File: src/common/secs_pkg.sv
// constants for the sync edge and clamp select block
// assumes one pixel-rate clock and an 8-bit register port
package secs_pkg;
  localparam int unsigned SECS_AW = 8;
  localparam int unsigned SECS_DW = 8;
  localparam int unsigned SECS_TW = 6;
  // register offsets
  localparam logic [7:0] SECS_REG_HSYNC_CFG = 8'h0E;
  localparam logic [7:0] SECS_REG_CLAMP_CFG = 8'h0F;
  localparam logic [7:0] SECS_REG_CLAMP_DLY = 8'h05;
  localparam logic [7:0] SECS_REG_CLAMP_DUR = 8'h06;
  localparam logic [7:0] SECS_REG_SLICE_THR = 8'h10;
  localparam logic [7:0] SECS_REG_STATUS = 8'h20;
  // field positions
  localparam int unsigned SECS_BIT_HSYNC_POL = 6;
  localparam int unsigned SECS_BIT_CLAMP_SEL = 7;
  localparam int unsigned SECS_BIT_CLAMP_POL = 6;
  localparam int unsigned SECS_BIT_ST_HSYNC = 0;
  localparam int unsigned SECS_BIT_ST_CLAMP = 1;
  localparam int unsigned SECS_BIT_ST_SLICE = 2;
  localparam int unsigned SECS_BIT_ST_WIN = 3;
  // reset values
  localparam logic SECS_RST_HSYNC_POL = 1'b1;
  localparam logic SECS_RST_CLAMP_SEL = 1'b0;
  localparam logic SECS_RST_CLAMP_POL = 1'b1;
  localparam logic [7:0] SECS_RST_CLAMP_DLY = 8'h08;
  localparam logic [7:0] SECS_RST_CLAMP_DUR = 8'h14;
  // threshold code is millivolts / 10
  localparam logic [5:0] SECS_THR_MIN = 6'h01;
  localparam logic [5:0] SECS_THR_MAX = 6'h21;
  localparam logic [5:0] SECS_RST_THR = 6'h0F;
  typedef enum logic [2:0] {
    SECS_IDLE = 3'b001,
    SECS_DELAY = 3'b010,
    SECS_ACTIVE = 3'b100
  } secs_clamp_state_t;
endpackage : secs_pkg

File: src/secs_clamp_gen.sv
// internal clamp window: a delay, then a duration, from a start pulse
// assumes the start pulse marks the hsync trailing edge
`default_nettype none
module secs_clamp_gen
  import secs_pkg::*;
(
  input wire logic i_clk,
  input wire logic i_reset_n,
  input wire logic i_start,
  input wire logic [7:0] i_delay,
  input wire logic [7:0] i_duration,
  output logic o_window
);
  secs_clamp_state_t state_q;
  logic [7:0] cnt_q;

  // RQ12 count pixel clocks
  always_ff @(posedge i_clk or negedge i_reset_n) begin
    if (!i_reset_n) begin
      state_q <= SECS_IDLE;
      cnt_q <= 8'h00;
    end else if (i_start) begin
      // a fresh edge restarts the window; with zero delay an open window stays open for a new duration
      if (i_delay != 8'h00) begin
        state_q <= SECS_DELAY;
        cnt_q <= i_delay;
      end else if (i_duration != 8'h00) begin
        state_q <= SECS_ACTIVE;
        cnt_q <= i_duration;
      end else begin
        state_q <= SECS_IDLE;
        cnt_q <= 8'h00;
      end
    end else begin
      case (state_q)
        SECS_DELAY: begin
          if (cnt_q == 8'h01) begin
            state_q <= (i_duration != 8'h00) ? SECS_ACTIVE : SECS_IDLE;
            cnt_q <= i_duration;
          end else begin
            cnt_q <= cnt_q - 8'h01;
          end
        end
        SECS_ACTIVE: begin
          if (cnt_q == 8'h01) begin
            state_q <= SECS_IDLE;
            cnt_q <= 8'h00;
          end else begin
            cnt_q <= cnt_q - 8'h01;
          end
        end
        default: begin
          state_q <= SECS_IDLE;
          cnt_q <= 8'h00;
        end
      endcase
    end
  end

  assign o_window = (state_q == SECS_ACTIVE);

  property p_zero_delay;
    @(posedge i_clk) disable iff (!i_reset_n)
    (i_start && i_delay == 8'h00 && i_duration != 8'h00) |=> o_window;
  endproperty
  a_zero_delay: assert property (p_zero_delay) else $error("zero delay window late"); // RQ12

  property p_delay_holds;
    @(posedge i_clk) disable iff (!i_reset_n)
    (i_start && i_delay == 8'h02) |=> !o_window ##1 !o_window;
  endproperty
  a_delay_holds: assert property (p_delay_holds) else $error("window opened in delay"); // RQ5

  c_window: cover property (@(posedge i_clk) disable iff (!i_reset_n) $fell(o_window));
endmodule : secs_clamp_gen
`default_nettype wire

File: src/secs_top.sv
// sync edge select, clamp source select and slicer threshold control
// assumes hsync, clamp and slicer level inputs synchronous to i_clk
//
// Function
// RQ1 - hsync logic sense follows polarity bit 6 of register 0x0E
// RQ2 - only the hsync leading edge is the timing reference
// RQ3 - polarity 0 takes falling edge as leading, 1 takes rising edge
// RQ4 - external clamp used only when bit 7 of 0x0F is 1; resets 0
// RQ5 - otherwise clamp window is internal, delay then duration after trailing edge
// RQ6 - external clamp active level follows bit 6 of register 0x0F
// RQ7 - slicer threshold steps 10 mV, from 10 mV to 330 mV
// RQ8 - slicer threshold is 150 mV after reset
// RQ9 - sliced sync output is the noninverting slicer result
// RQ10 - source drives external clamp only during the black reference
// RQ11 - unused clamp input held low with clamp select kept 0; the bench drives clamp strobes with select 0 in settings 1, 4 and 5
// RQ12 - internal clamp counters count pixel clocks from register start values
`default_nettype none
module secs_top
  import secs_pkg::*;
(
  input wire logic i_clk,
  input wire logic i_reset_n,
  input wire logic [7:0] i_addr,
  input wire logic [7:0] i_wdata,
  input wire logic i_wr,
  input wire logic i_rd,
  output logic [7:0] o_rdata,
  input wire logic i_hsync,
  input wire logic i_clamp,
  input wire logic [7:0] i_embedded_sync_input,
  output logic o_hsync_active,
  output logic o_hsync_lead,
  output logic o_clamp,
  output logic [5:0] o_slicer_threshold,
  output logic o_sliced_sync_output
);
  logic hsync_pol_q;
  logic clamp_sel_q;
  logic clamp_pol_q;
  logic [7:0] clamp_dly_q;
  logic [7:0] clamp_dur_q;
  logic [5:0] thr_q;
  logic [5:0] thr_d;
  logic [7:0] rdata_d;
  logic [7:0] rdata_q;
  logic hs_act_q;
  logic lead_q;
  logic trail_q;
  logic clamp_q;
  logic slice_q;
  logic hs_now;
  logic ext_act;
  logic gen_win;

  // RQ4 RQ8 register writes and reset values
  always_ff @(posedge i_clk or negedge i_reset_n) begin
    if (!i_reset_n) begin
      hsync_pol_q <= SECS_RST_HSYNC_POL;
      clamp_sel_q <= SECS_RST_CLAMP_SEL;
      clamp_pol_q <= SECS_RST_CLAMP_POL;
      clamp_dly_q <= SECS_RST_CLAMP_DLY;
      clamp_dur_q <= SECS_RST_CLAMP_DUR;
      thr_q <= SECS_RST_THR;
    end else if (i_wr) begin
      if (i_addr == SECS_REG_HSYNC_CFG) begin
        hsync_pol_q <= i_wdata[SECS_BIT_HSYNC_POL];
      end else if (i_addr == SECS_REG_CLAMP_CFG) begin
        clamp_sel_q <= i_wdata[SECS_BIT_CLAMP_SEL];
        clamp_pol_q <= i_wdata[SECS_BIT_CLAMP_POL];
      end else if (i_addr == SECS_REG_CLAMP_DLY) begin
        clamp_dly_q <= i_wdata;
      end else if (i_addr == SECS_REG_CLAMP_DUR) begin
        clamp_dur_q <= i_wdata;
      end else if (i_addr == SECS_REG_SLICE_THR) begin
        thr_q <= thr_d;
      end
    end
  end

  // RQ7 slicer threshold range
  always_comb begin
    thr_d = i_wdata[5:0];
    if (i_wdata[7:6] != 2'b00 || i_wdata[5:0] > SECS_THR_MAX) begin
      thr_d = SECS_THR_MAX;
    end else if (i_wdata[5:0] < SECS_THR_MIN) begin
      thr_d = SECS_THR_MIN;
    end
  end

  // read decode; unmapped offsets read zero
  always_comb begin
    rdata_d = 8'h00;
    if (i_addr == SECS_REG_HSYNC_CFG) begin
      rdata_d[SECS_BIT_HSYNC_POL] = hsync_pol_q;
    end else if (i_addr == SECS_REG_CLAMP_CFG) begin
      rdata_d[SECS_BIT_CLAMP_SEL] = clamp_sel_q;
      rdata_d[SECS_BIT_CLAMP_POL] = clamp_pol_q;
    end else if (i_addr == SECS_REG_CLAMP_DLY) begin
      rdata_d = clamp_dly_q;
    end else if (i_addr == SECS_REG_CLAMP_DUR) begin
      rdata_d = clamp_dur_q;
    end else if (i_addr == SECS_REG_SLICE_THR) begin
      rdata_d = {2'b00, thr_q};
    end else if (i_addr == SECS_REG_STATUS) begin
      rdata_d[SECS_BIT_ST_HSYNC] = hs_act_q;
      rdata_d[SECS_BIT_ST_CLAMP] = clamp_q;
      rdata_d[SECS_BIT_ST_SLICE] = slice_q;
      rdata_d[SECS_BIT_ST_WIN] = gen_win;
    end
  end

  // read data valid only in the cycle after the strobe
  always_ff @(posedge i_clk or negedge i_reset_n) begin
    if (!i_reset_n) begin
      rdata_q <= 8'h00;
    end else if (i_rd) begin
      rdata_q <= rdata_d;
    end else begin
      rdata_q <= 8'h00;
    end
  end

  // RQ1 polarity-corrected hsync
  assign hs_now = hsync_pol_q ? i_hsync : !i_hsync;

  // RQ2 RQ3 leading edge output; trailing edge starts the clamp window
  always_ff @(posedge i_clk or negedge i_reset_n) begin
    if (!i_reset_n) begin
      hs_act_q <= 1'b0;
      lead_q <= 1'b0;
      trail_q <= 1'b0;
    end else begin
      hs_act_q <= hs_now;
      // a polarity flip mid-pulse looks like an edge; software changes it idle
      lead_q <= hs_now && !hs_act_q;
      trail_q <= !hs_now && hs_act_q;
    end
  end

  // RQ5 RQ12 internal window
  secs_clamp_gen u_gen (
    .i_clk(i_clk),
    .i_reset_n(i_reset_n),
    .i_start(trail_q),
    .i_delay(clamp_dly_q),
    .i_duration(clamp_dur_q),
    .o_window(gen_win)
  );

  // RQ6 external clamp sense
  assign ext_act = clamp_pol_q ? i_clamp : !i_clamp;

  // RQ4 RQ5 clamp source select
  always_ff @(posedge i_clk or negedge i_reset_n) begin
    if (!i_reset_n) begin
      clamp_q <= 1'b0;
    end else begin
      clamp_q <= clamp_sel_q ? ext_act : gen_win;
    end
  end

  // RQ9 noninverting slicer
  always_ff @(posedge i_clk or negedge i_reset_n) begin
    if (!i_reset_n) begin
      slice_q <= 1'b0;
    end else begin
      // level is in 10 mV steps above the negative peak
      slice_q <= (i_embedded_sync_input > {2'b00, thr_q});
    end
  end

  assign o_rdata = rdata_q;
  assign o_hsync_active = hs_act_q;
  assign o_hsync_lead = lead_q;
  assign o_clamp = clamp_q;
  assign o_slicer_threshold = thr_q;
  assign o_sliced_sync_output = slice_q;

  property p_pol_sense;
    @(posedge i_clk) disable iff (!i_reset_n)
    ($past(i_reset_n) && hsync_pol_q == $past(hsync_pol_q))
      |-> o_hsync_active == ($past(i_hsync) ~^ hsync_pol_q);
  endproperty
  a_pol_sense: assert property (p_pol_sense) else $error("hsync sense wrong"); // RQ1

  property p_no_trail_lead;
    @(posedge i_clk) disable iff (!i_reset_n)
    (!hs_now && hs_act_q) |=> !o_hsync_lead ##1 (!o_hsync_lead || $past(hs_now));
  endproperty
  a_no_trail_lead: assert property (p_no_trail_lead) else $error("trailing edge used"); // RQ2

  property p_fall_lead;
    @(posedge i_clk) disable iff (!i_reset_n)
    (!hsync_pol_q && $past(!hsync_pol_q) && $fell(i_hsync)) |=> o_hsync_lead;
  endproperty
  a_fall_lead: assert property (p_fall_lead) else $error("falling edge missed"); // RQ3

  property p_sel_reset;
    @(posedge i_clk) disable iff (!i_reset_n)
    $rose(i_reset_n) |-> !clamp_sel_q;
  endproperty
  a_sel_reset: assert property (p_sel_reset) else $error("clamp select not 0"); // RQ4

  property p_internal;
    @(posedge i_clk) disable iff (!i_reset_n)
    !clamp_sel_q |=> o_clamp == $past(gen_win);
  endproperty
  a_internal: assert property (p_internal) else $error("internal clamp not used"); // RQ5

  property p_ext_pol;
    @(posedge i_clk) disable iff (!i_reset_n)
    (clamp_sel_q && !clamp_pol_q && !i_clamp) |=> o_clamp;
  endproperty
  a_ext_pol: assert property (p_ext_pol) else $error("clamp sense wrong"); // RQ6

  property p_thr_range;
    @(posedge i_clk) disable iff (!i_reset_n)
    o_slicer_threshold >= SECS_THR_MIN && o_slicer_threshold <= SECS_THR_MAX;
  endproperty
  a_thr_range: assert property (p_thr_range) else $error("threshold out of range"); // RQ7

  property p_thr_reset;
    @(posedge i_clk) disable iff (!i_reset_n)
    $rose(i_reset_n) |-> o_slicer_threshold == SECS_RST_THR;
  endproperty
  a_thr_reset: assert property (p_thr_reset) else $error("threshold reset wrong"); // RQ8

  property p_slice;
    @(posedge i_clk) disable iff (!i_reset_n)
    ({2'b00, o_slicer_threshold} < i_embedded_sync_input && !(i_wr && i_addr == SECS_REG_SLICE_THR))
      |=> o_sliced_sync_output;
  endproperty
  a_slice: assert property (p_slice) else $error("slicer output wrong"); // RQ9

  property p_trail_start;
    @(posedge i_clk) disable iff (!i_reset_n)
    (!clamp_sel_q && trail_q && clamp_dly_q == 8'h00 && clamp_dur_q != 8'h00) ##1 !clamp_sel_q
      |=> o_clamp;
  endproperty
  a_trail_start: assert property (p_trail_start) else $error("window not from trailing edge"); // RQ12

  property p_lead_pulse;
    @(posedge i_clk) disable iff (!i_reset_n)
    o_hsync_lead |=> !o_hsync_lead;
  endproperty
  a_lead_pulse: assert property (p_lead_pulse) else $error("lead pulse too long"); // RQ2

  property p_rise_lead;
    @(posedge i_clk) disable iff (!i_reset_n)
    (hsync_pol_q && $past(hsync_pol_q) && $rose(i_hsync))
      |=> o_hsync_lead;
  endproperty
  a_rise_lead: assert property (p_rise_lead) else $error("rising edge missed"); // RQ3

  property p_ext_high;
    @(posedge i_clk) disable iff (!i_reset_n)
    (clamp_sel_q && clamp_pol_q && i_clamp) |=> o_clamp;
  endproperty
  a_ext_high: assert property (p_ext_high) else $error("active high clamp missed"); // RQ6

  property p_ext_ignored;
    @(posedge i_clk) disable iff (!i_reset_n)
    (!clamp_sel_q && !gen_win && i_clamp) |=> !o_clamp;
  endproperty
  a_ext_ignored: assert property (p_ext_ignored) else $error("clamp input not ignored"); // RQ4

  property p_hs_read;
    @(posedge i_clk) disable iff (!i_reset_n)
    (i_rd && i_addr == SECS_REG_HSYNC_CFG)
      |=> o_rdata[SECS_BIT_HSYNC_POL] == $past(hsync_pol_q);
  endproperty
  a_hs_read: assert property (p_hs_read) else $error("hsync polarity read wrong"); // RQ1

  property p_sel_read;
    @(posedge i_clk) disable iff (!i_reset_n)
    (i_rd && i_addr == SECS_REG_CLAMP_CFG)
      |=> o_rdata[SECS_BIT_CLAMP_SEL] == $past(clamp_sel_q);
  endproperty
  a_sel_read: assert property (p_sel_read) else $error("clamp select read wrong"); // RQ4

  property p_thr_min;
    @(posedge i_clk) disable iff (!i_reset_n)
    (i_wr && i_addr == SECS_REG_SLICE_THR && i_wdata == 8'h00)
      |=> o_slicer_threshold == SECS_THR_MIN;
  endproperty
  a_thr_min: assert property (p_thr_min) else $error("threshold zero not raised"); // RQ7

  property p_thr_keep;
    @(posedge i_clk) disable iff (!i_reset_n)
    !(i_wr && i_addr == SECS_REG_SLICE_THR) |=> $stable(o_slicer_threshold);
  endproperty
  a_thr_keep: assert property (p_thr_keep) else $error("threshold changed unwritten"); // RQ8

  property p_slice_low;
    @(posedge i_clk) disable iff (!i_reset_n)
    ({2'b00, o_slicer_threshold} >= i_embedded_sync_input) |=> !o_sliced_sync_output;
  endproperty
  a_slice_low: assert property (p_slice_low) else $error("slicer high below threshold"); // RQ9

  c_lead: cover property (@(posedge i_clk) disable iff (!i_reset_n) o_hsync_lead);
  c_ext: cover property (@(posedge i_clk) disable iff (!i_reset_n) clamp_sel_q && o_clamp);
  c_int: cover property (@(posedge i_clk) disable iff (!i_reset_n) !clamp_sel_q && o_clamp);
  c_slice: cover property (@(posedge i_clk) disable iff (!i_reset_n) $rose(o_sliced_sync_output));
endmodule : secs_top
`default_nettype wire

File: config.mk
export PLATFORM = sky130hd
export DESIGN_NAME = secs_top
export DESIGN_NICKNAME = d
export VERILOG_FILES = /design/src/common/secs_pkg.sv /design/src/secs_clamp_gen.sv /design/src/secs_top.sv
export SDC_FILE = /design/constraint.sdc
export NUM_CORES = 1
export LEC_CHECK = 0
export BUFFER_PORTS_ARGS = -buffer_cell sky130_fd_sc_hd__buf_2
export CAP_MARGIN = 20
export CELL_PAD_IN_SITES_DETAIL_PLACEMENT = 1
export CELL_PAD_IN_SITES_GLOBAL_PLACEMENT = 2
export CORE_MARGIN = 4
export CORE_UTILIZATION = 37
export DETAILED_ROUTE_END_ITERATION = 7
export GPL_TIMING_DRIVEN = 0
export PLACE_DENSITY = 0.88
export SLEW_MARGIN = 0
export SYNTH_ARGS = -nofsm -noshare
export SYNTH_HDL_FRONTEND = slang
export SYNTH_SLANG_ARGS = --single-unit
File: constraint.sdc
create_clock -name i_clk -period 4 [get_ports i_clk]
set_clock_uncertainty 0.2 [all_clocks]
set_input_delay 0.4 -clock i_clk [delete_from_list [all_inputs] [get_ports i_clk]]
set_output_delay 0.4 -clock i_clk [all_outputs]
set_load 0.01 [all_outputs]
==> impl_metrics.yaml <==
cts:
  cts_made_buffers: 5
  htree_num_levels: 2
  clk_pin_slew_ns: 0.09
  cts_num_sinks: 49
  cts-root-buf: "clkbuf_8"
  clock_path_buffers: 2
  cts_setup_buffers: 0
  tritoncts: "done"
  clk_latency_ns: 0.30
place:
  place_hpwl_um: 5501
  place.gp.congestion: 0.8322
  dp_slack_ns: 1.407
  io_buffers: 46
cells_and_area:
  fillers: 745
  num_antenna_cells: 0
  num-nets-final: 334
  drive_gt1_share_pct: 29.29
  area_growth_pct: 17.25
synth:
  avgSynthCellArea_um2: 10.50
  synth_warnings: 0
  synth_seq_cells: 49
  synthCells: 241
  synth_fp_nets: 279
  synth_top_area_share_pct: 38.56
  synth_seq_area_share_pct: 48.94
  synth_top_area_cell: "dfrtp_1"
  ys_top_cells_by_area: "dfrtp_1 (39%), dfstp_2 (10%), mux2_2 (8.5%)"
  synthDistinctLibCells: 43
  synthesis.area_um2: 2531
floorplanning:
  io_pins: 48
  die_area_um2: 8228
  die_w_um: 90.71
  core_area_um2: 6495
  initial_core_util_pct: 38.97
  fp.dieH_um: 90.71
  rows: 29
timing:
  worstMarginPinSlew_ns: 0.7729
  finalSetupViolCount: 0
  report.final.hold_viol_count: 0
  drv_slew: 0
  finalCritPeriodShare_pct: 63.37
  tns_ns: 0
  rsz0062_at_grt: "no"
  fmax_ghz: 0.3945
  relSlewSlack_pct: 48.08
  fin_ws_ns: 1.465
  fin_crit_ns: 2.535
route:
  vias_per_cell: 5.575
  first_iter_violations: 91
  wl_per_cell_um: 19.06
  ant_nets: 0
  drcViolationCount: 0
  vias: 2085
  dr.pass1.iters: 4
  drt_wl_total_um: 7129
worst_setup_path:
  worstSetupEndpointType: "flop"
  crit_family: "simple AND/OR/NAND/NOR gates"
  cp-start-kind: "flop"
  critical_path_peak_fanout: 8
  path_class: "reg -> reg"
  reg2reg_from: "u_gen.cnt_q[3]$_DFF_PN0_"
  crit_required_ns: 4.02
  critPathMaxStageDelay_ns: 0.56
  crit_arrival_ns: 2.56
  worstPathCellList: "or4_4 > or4b_4 > o31ai_4 > a22oi_1 > o21ai_0"
  rr_worst_depth: 5
  cp.buffers_inverters: 0
  reg2reg_to: "u_gen.cnt_q[7]$_DFF_PN0_"
  crit_slowest_cell: "or4_4"
  r2r_slack_ns: 1.47
global_routing:
  grt_pass1_wl_um: 11820
  grt_max_degree: 50
  gr-total-overflow: 0
  grt_pass1_vias: 2236
  antenna_found_initial: 0
  grt_usage_pct: 17.98
min_path:
  min_to: "o_sliced_sync_output$_DFF_PN0_"
  worstHoldPathType: "in -> reg"
  hold_path_depth: 3
  min-delay-start: "i_embedded_sync_input[6]"
power:
  leakage_nw: 1.404
  vdd_drop_max_mv: 0.1517
  power.density_nw_per_um2: 365.6
job:
  maxCapViolations: 0
outcome:
  status: "completed"
sequential cells by signal (all words and copies together) (netlist names):
name and count:
o_slicer_threshold 6, hsync_pol_q 1, o_sliced_sync_output 1, o_rdata 8, trail_q 1, o_hsync_active 1
clamp_dly_q 8, o_clamp 1, u_gen.cnt_q 8, o_hsync_lead 1, clamp_sel_q 1, clamp_dur_q 8
clamp_pol_q 1, u_gen.state_q 3
cells in the final DEF, fill, tap and decap left out, types with 5 or more instances in the layout:
master / netlist / final
mux2_2: 19 / 19
nor4_1: 7 / 7
nor2_1: 26 / 26
buf_2: 0 / 46
clkbuf_8: 0 / 5
a21oi_1: 10 / 10
clkbuf_1: 4 / 7
dfrtp_1: 39 / 39
dfstp_2: 10 / 10
xnor2_1: 5 / 5
o21ai_0: 12 / 12
inv_1: 10 / 10
a221o_1: 8 / 8
nand3_1: 6 / 6
nand2_1: 22 / 22
ha_1: 8 / 8
Yosys cell counts:
cell type and n:
or4_4 1, o31ai_4 1, nor3_1 4, nor2b_1 4, o311a_1 1, and2_1 2, or4_1 2, o211a_1 4
nand3_2 1, ha_1 8, dfstp_2 10, o22ai_1 4, nand4_1 1, nand3b_1 1, nor3b_1 2, clkbuf_1 4
o221ai_1 1, xnor2_1 5, a21oi_1 10, nand3_1 6, o2bb2ai_1 1, nor4b_1 1, mux2_2 19, o21a_1 2
or4b_4 1, inv_1 10, xor2_1 4, nor4_1 7, nor2_1 26, a221o_1 8, mux2i_1 1, and4_1 1
o21ai_0 12, nand2_1 22, a31oi_1 1, a221oi_1 3, nand2b_1 1, or2_2 2, a32oi_1 1, dfrtp_1 39
a22oi_1 4, and3_1 2, a21boi_0 1
logic make-up (layout without fill, tap and decap cells):
family	Yosys count	after routing	synth area share, %
flip-flops	49	49	48.94
multiplexers	20	20	8.848
adder cells (fa/ha/maj)	8	8	3.955
AND/OR/NAND/NOR	87	87	17.35
AO/OA/AOI/OAI	54	54	15.72
XOR/XNOR	9	9	3.114
buffers and inverters	14	70	2.076
metrics by stage:
step	instances	power, W	hold slack [ns]	cell area (µm²)	utilization (%)
floorplan	241	0.0007215	-0.09559	2531	-
global placement	364	0.0007982	0.2810	2858	44.00
detailed placement	364	0.0008061	0.2889	2858	44.00
CTS	372	0.001090	0.1001	2938	45.23
global route	374	0.001155	0.1312	2968	45.69
finish	374	0.001085	0.1061	2968	45.69
worst max-delay path by stage:
stage,startpoint,endpoint,slack [ns],cells after the start
after floorplan,u_gen.cnt_q[3]$_DFF_PN0_,u_gen.cnt_q[7]$_DFF_PN0_,1.75,5
after global placement,i_addr[5],clamp_dur_q[6]$_DFFE_PN0P_,1.47,5
after detailed placement,i_addr[5],clamp_dur_q[1]$_DFFE_PN0P_,1.41,5
after CTS,u_gen.cnt_q[3]$_DFF_PN0_,u_gen.cnt_q[7]$_DFF_PN0_,1.48,5
after global routing,u_gen.cnt_q[3]$_DFF_PN0_,u_gen.cnt_q[7]$_DFF_PN0_,1.34,5
final,u_gen.cnt_q[3]$_DFF_PN0_,u_gen.cnt_q[7]$_DFF_PN0_,1.47,5
power by group:
group	internal [W]	switching, W	total, W
sequential	0.000532	0.0000379	0.000569
combinational	0.000104	0.000126	0.000229
clock	0.000125	0.000161	0.000286
per-layer routing:
layer  GRT usage (%)  wire (µm)  up-vias
met4           3.316         49        0
li1                -          -      997
met5               0          0        -
met3           2.750        244        4
met2           28.35       3307       50
met1           26.24       3528     1034
final cells by class:
class | count | area (µm²) | share of cell area [%]
plain buffers | 4 | 15.01 | 0.5059
clock buffers | 8 | 80.08 | 2.698
inverters | 10 | 37.54 | 1.265
multi-input cells | 178 | 1240 | 41.78
flip-flops and latches | 49 | 1239 | 41.74
well taps | 77 | 96.34 | 3.246
repair buffers | 48 | 260.3 | 8.769
tightest hold or removal path: cells and delay by family:
family          cells  cell delay, ns
buf+inv             1            0.08
compound gates      1            0.05
simple gates        1            0.03
repair_timing:
action,CTS,global route
hold buffers,0,1
gates resized for setup,0,0
setup endpoints to repair,0,0
endpoints found under the hold margin,0,6
Power figures use the tool's default switching activity.
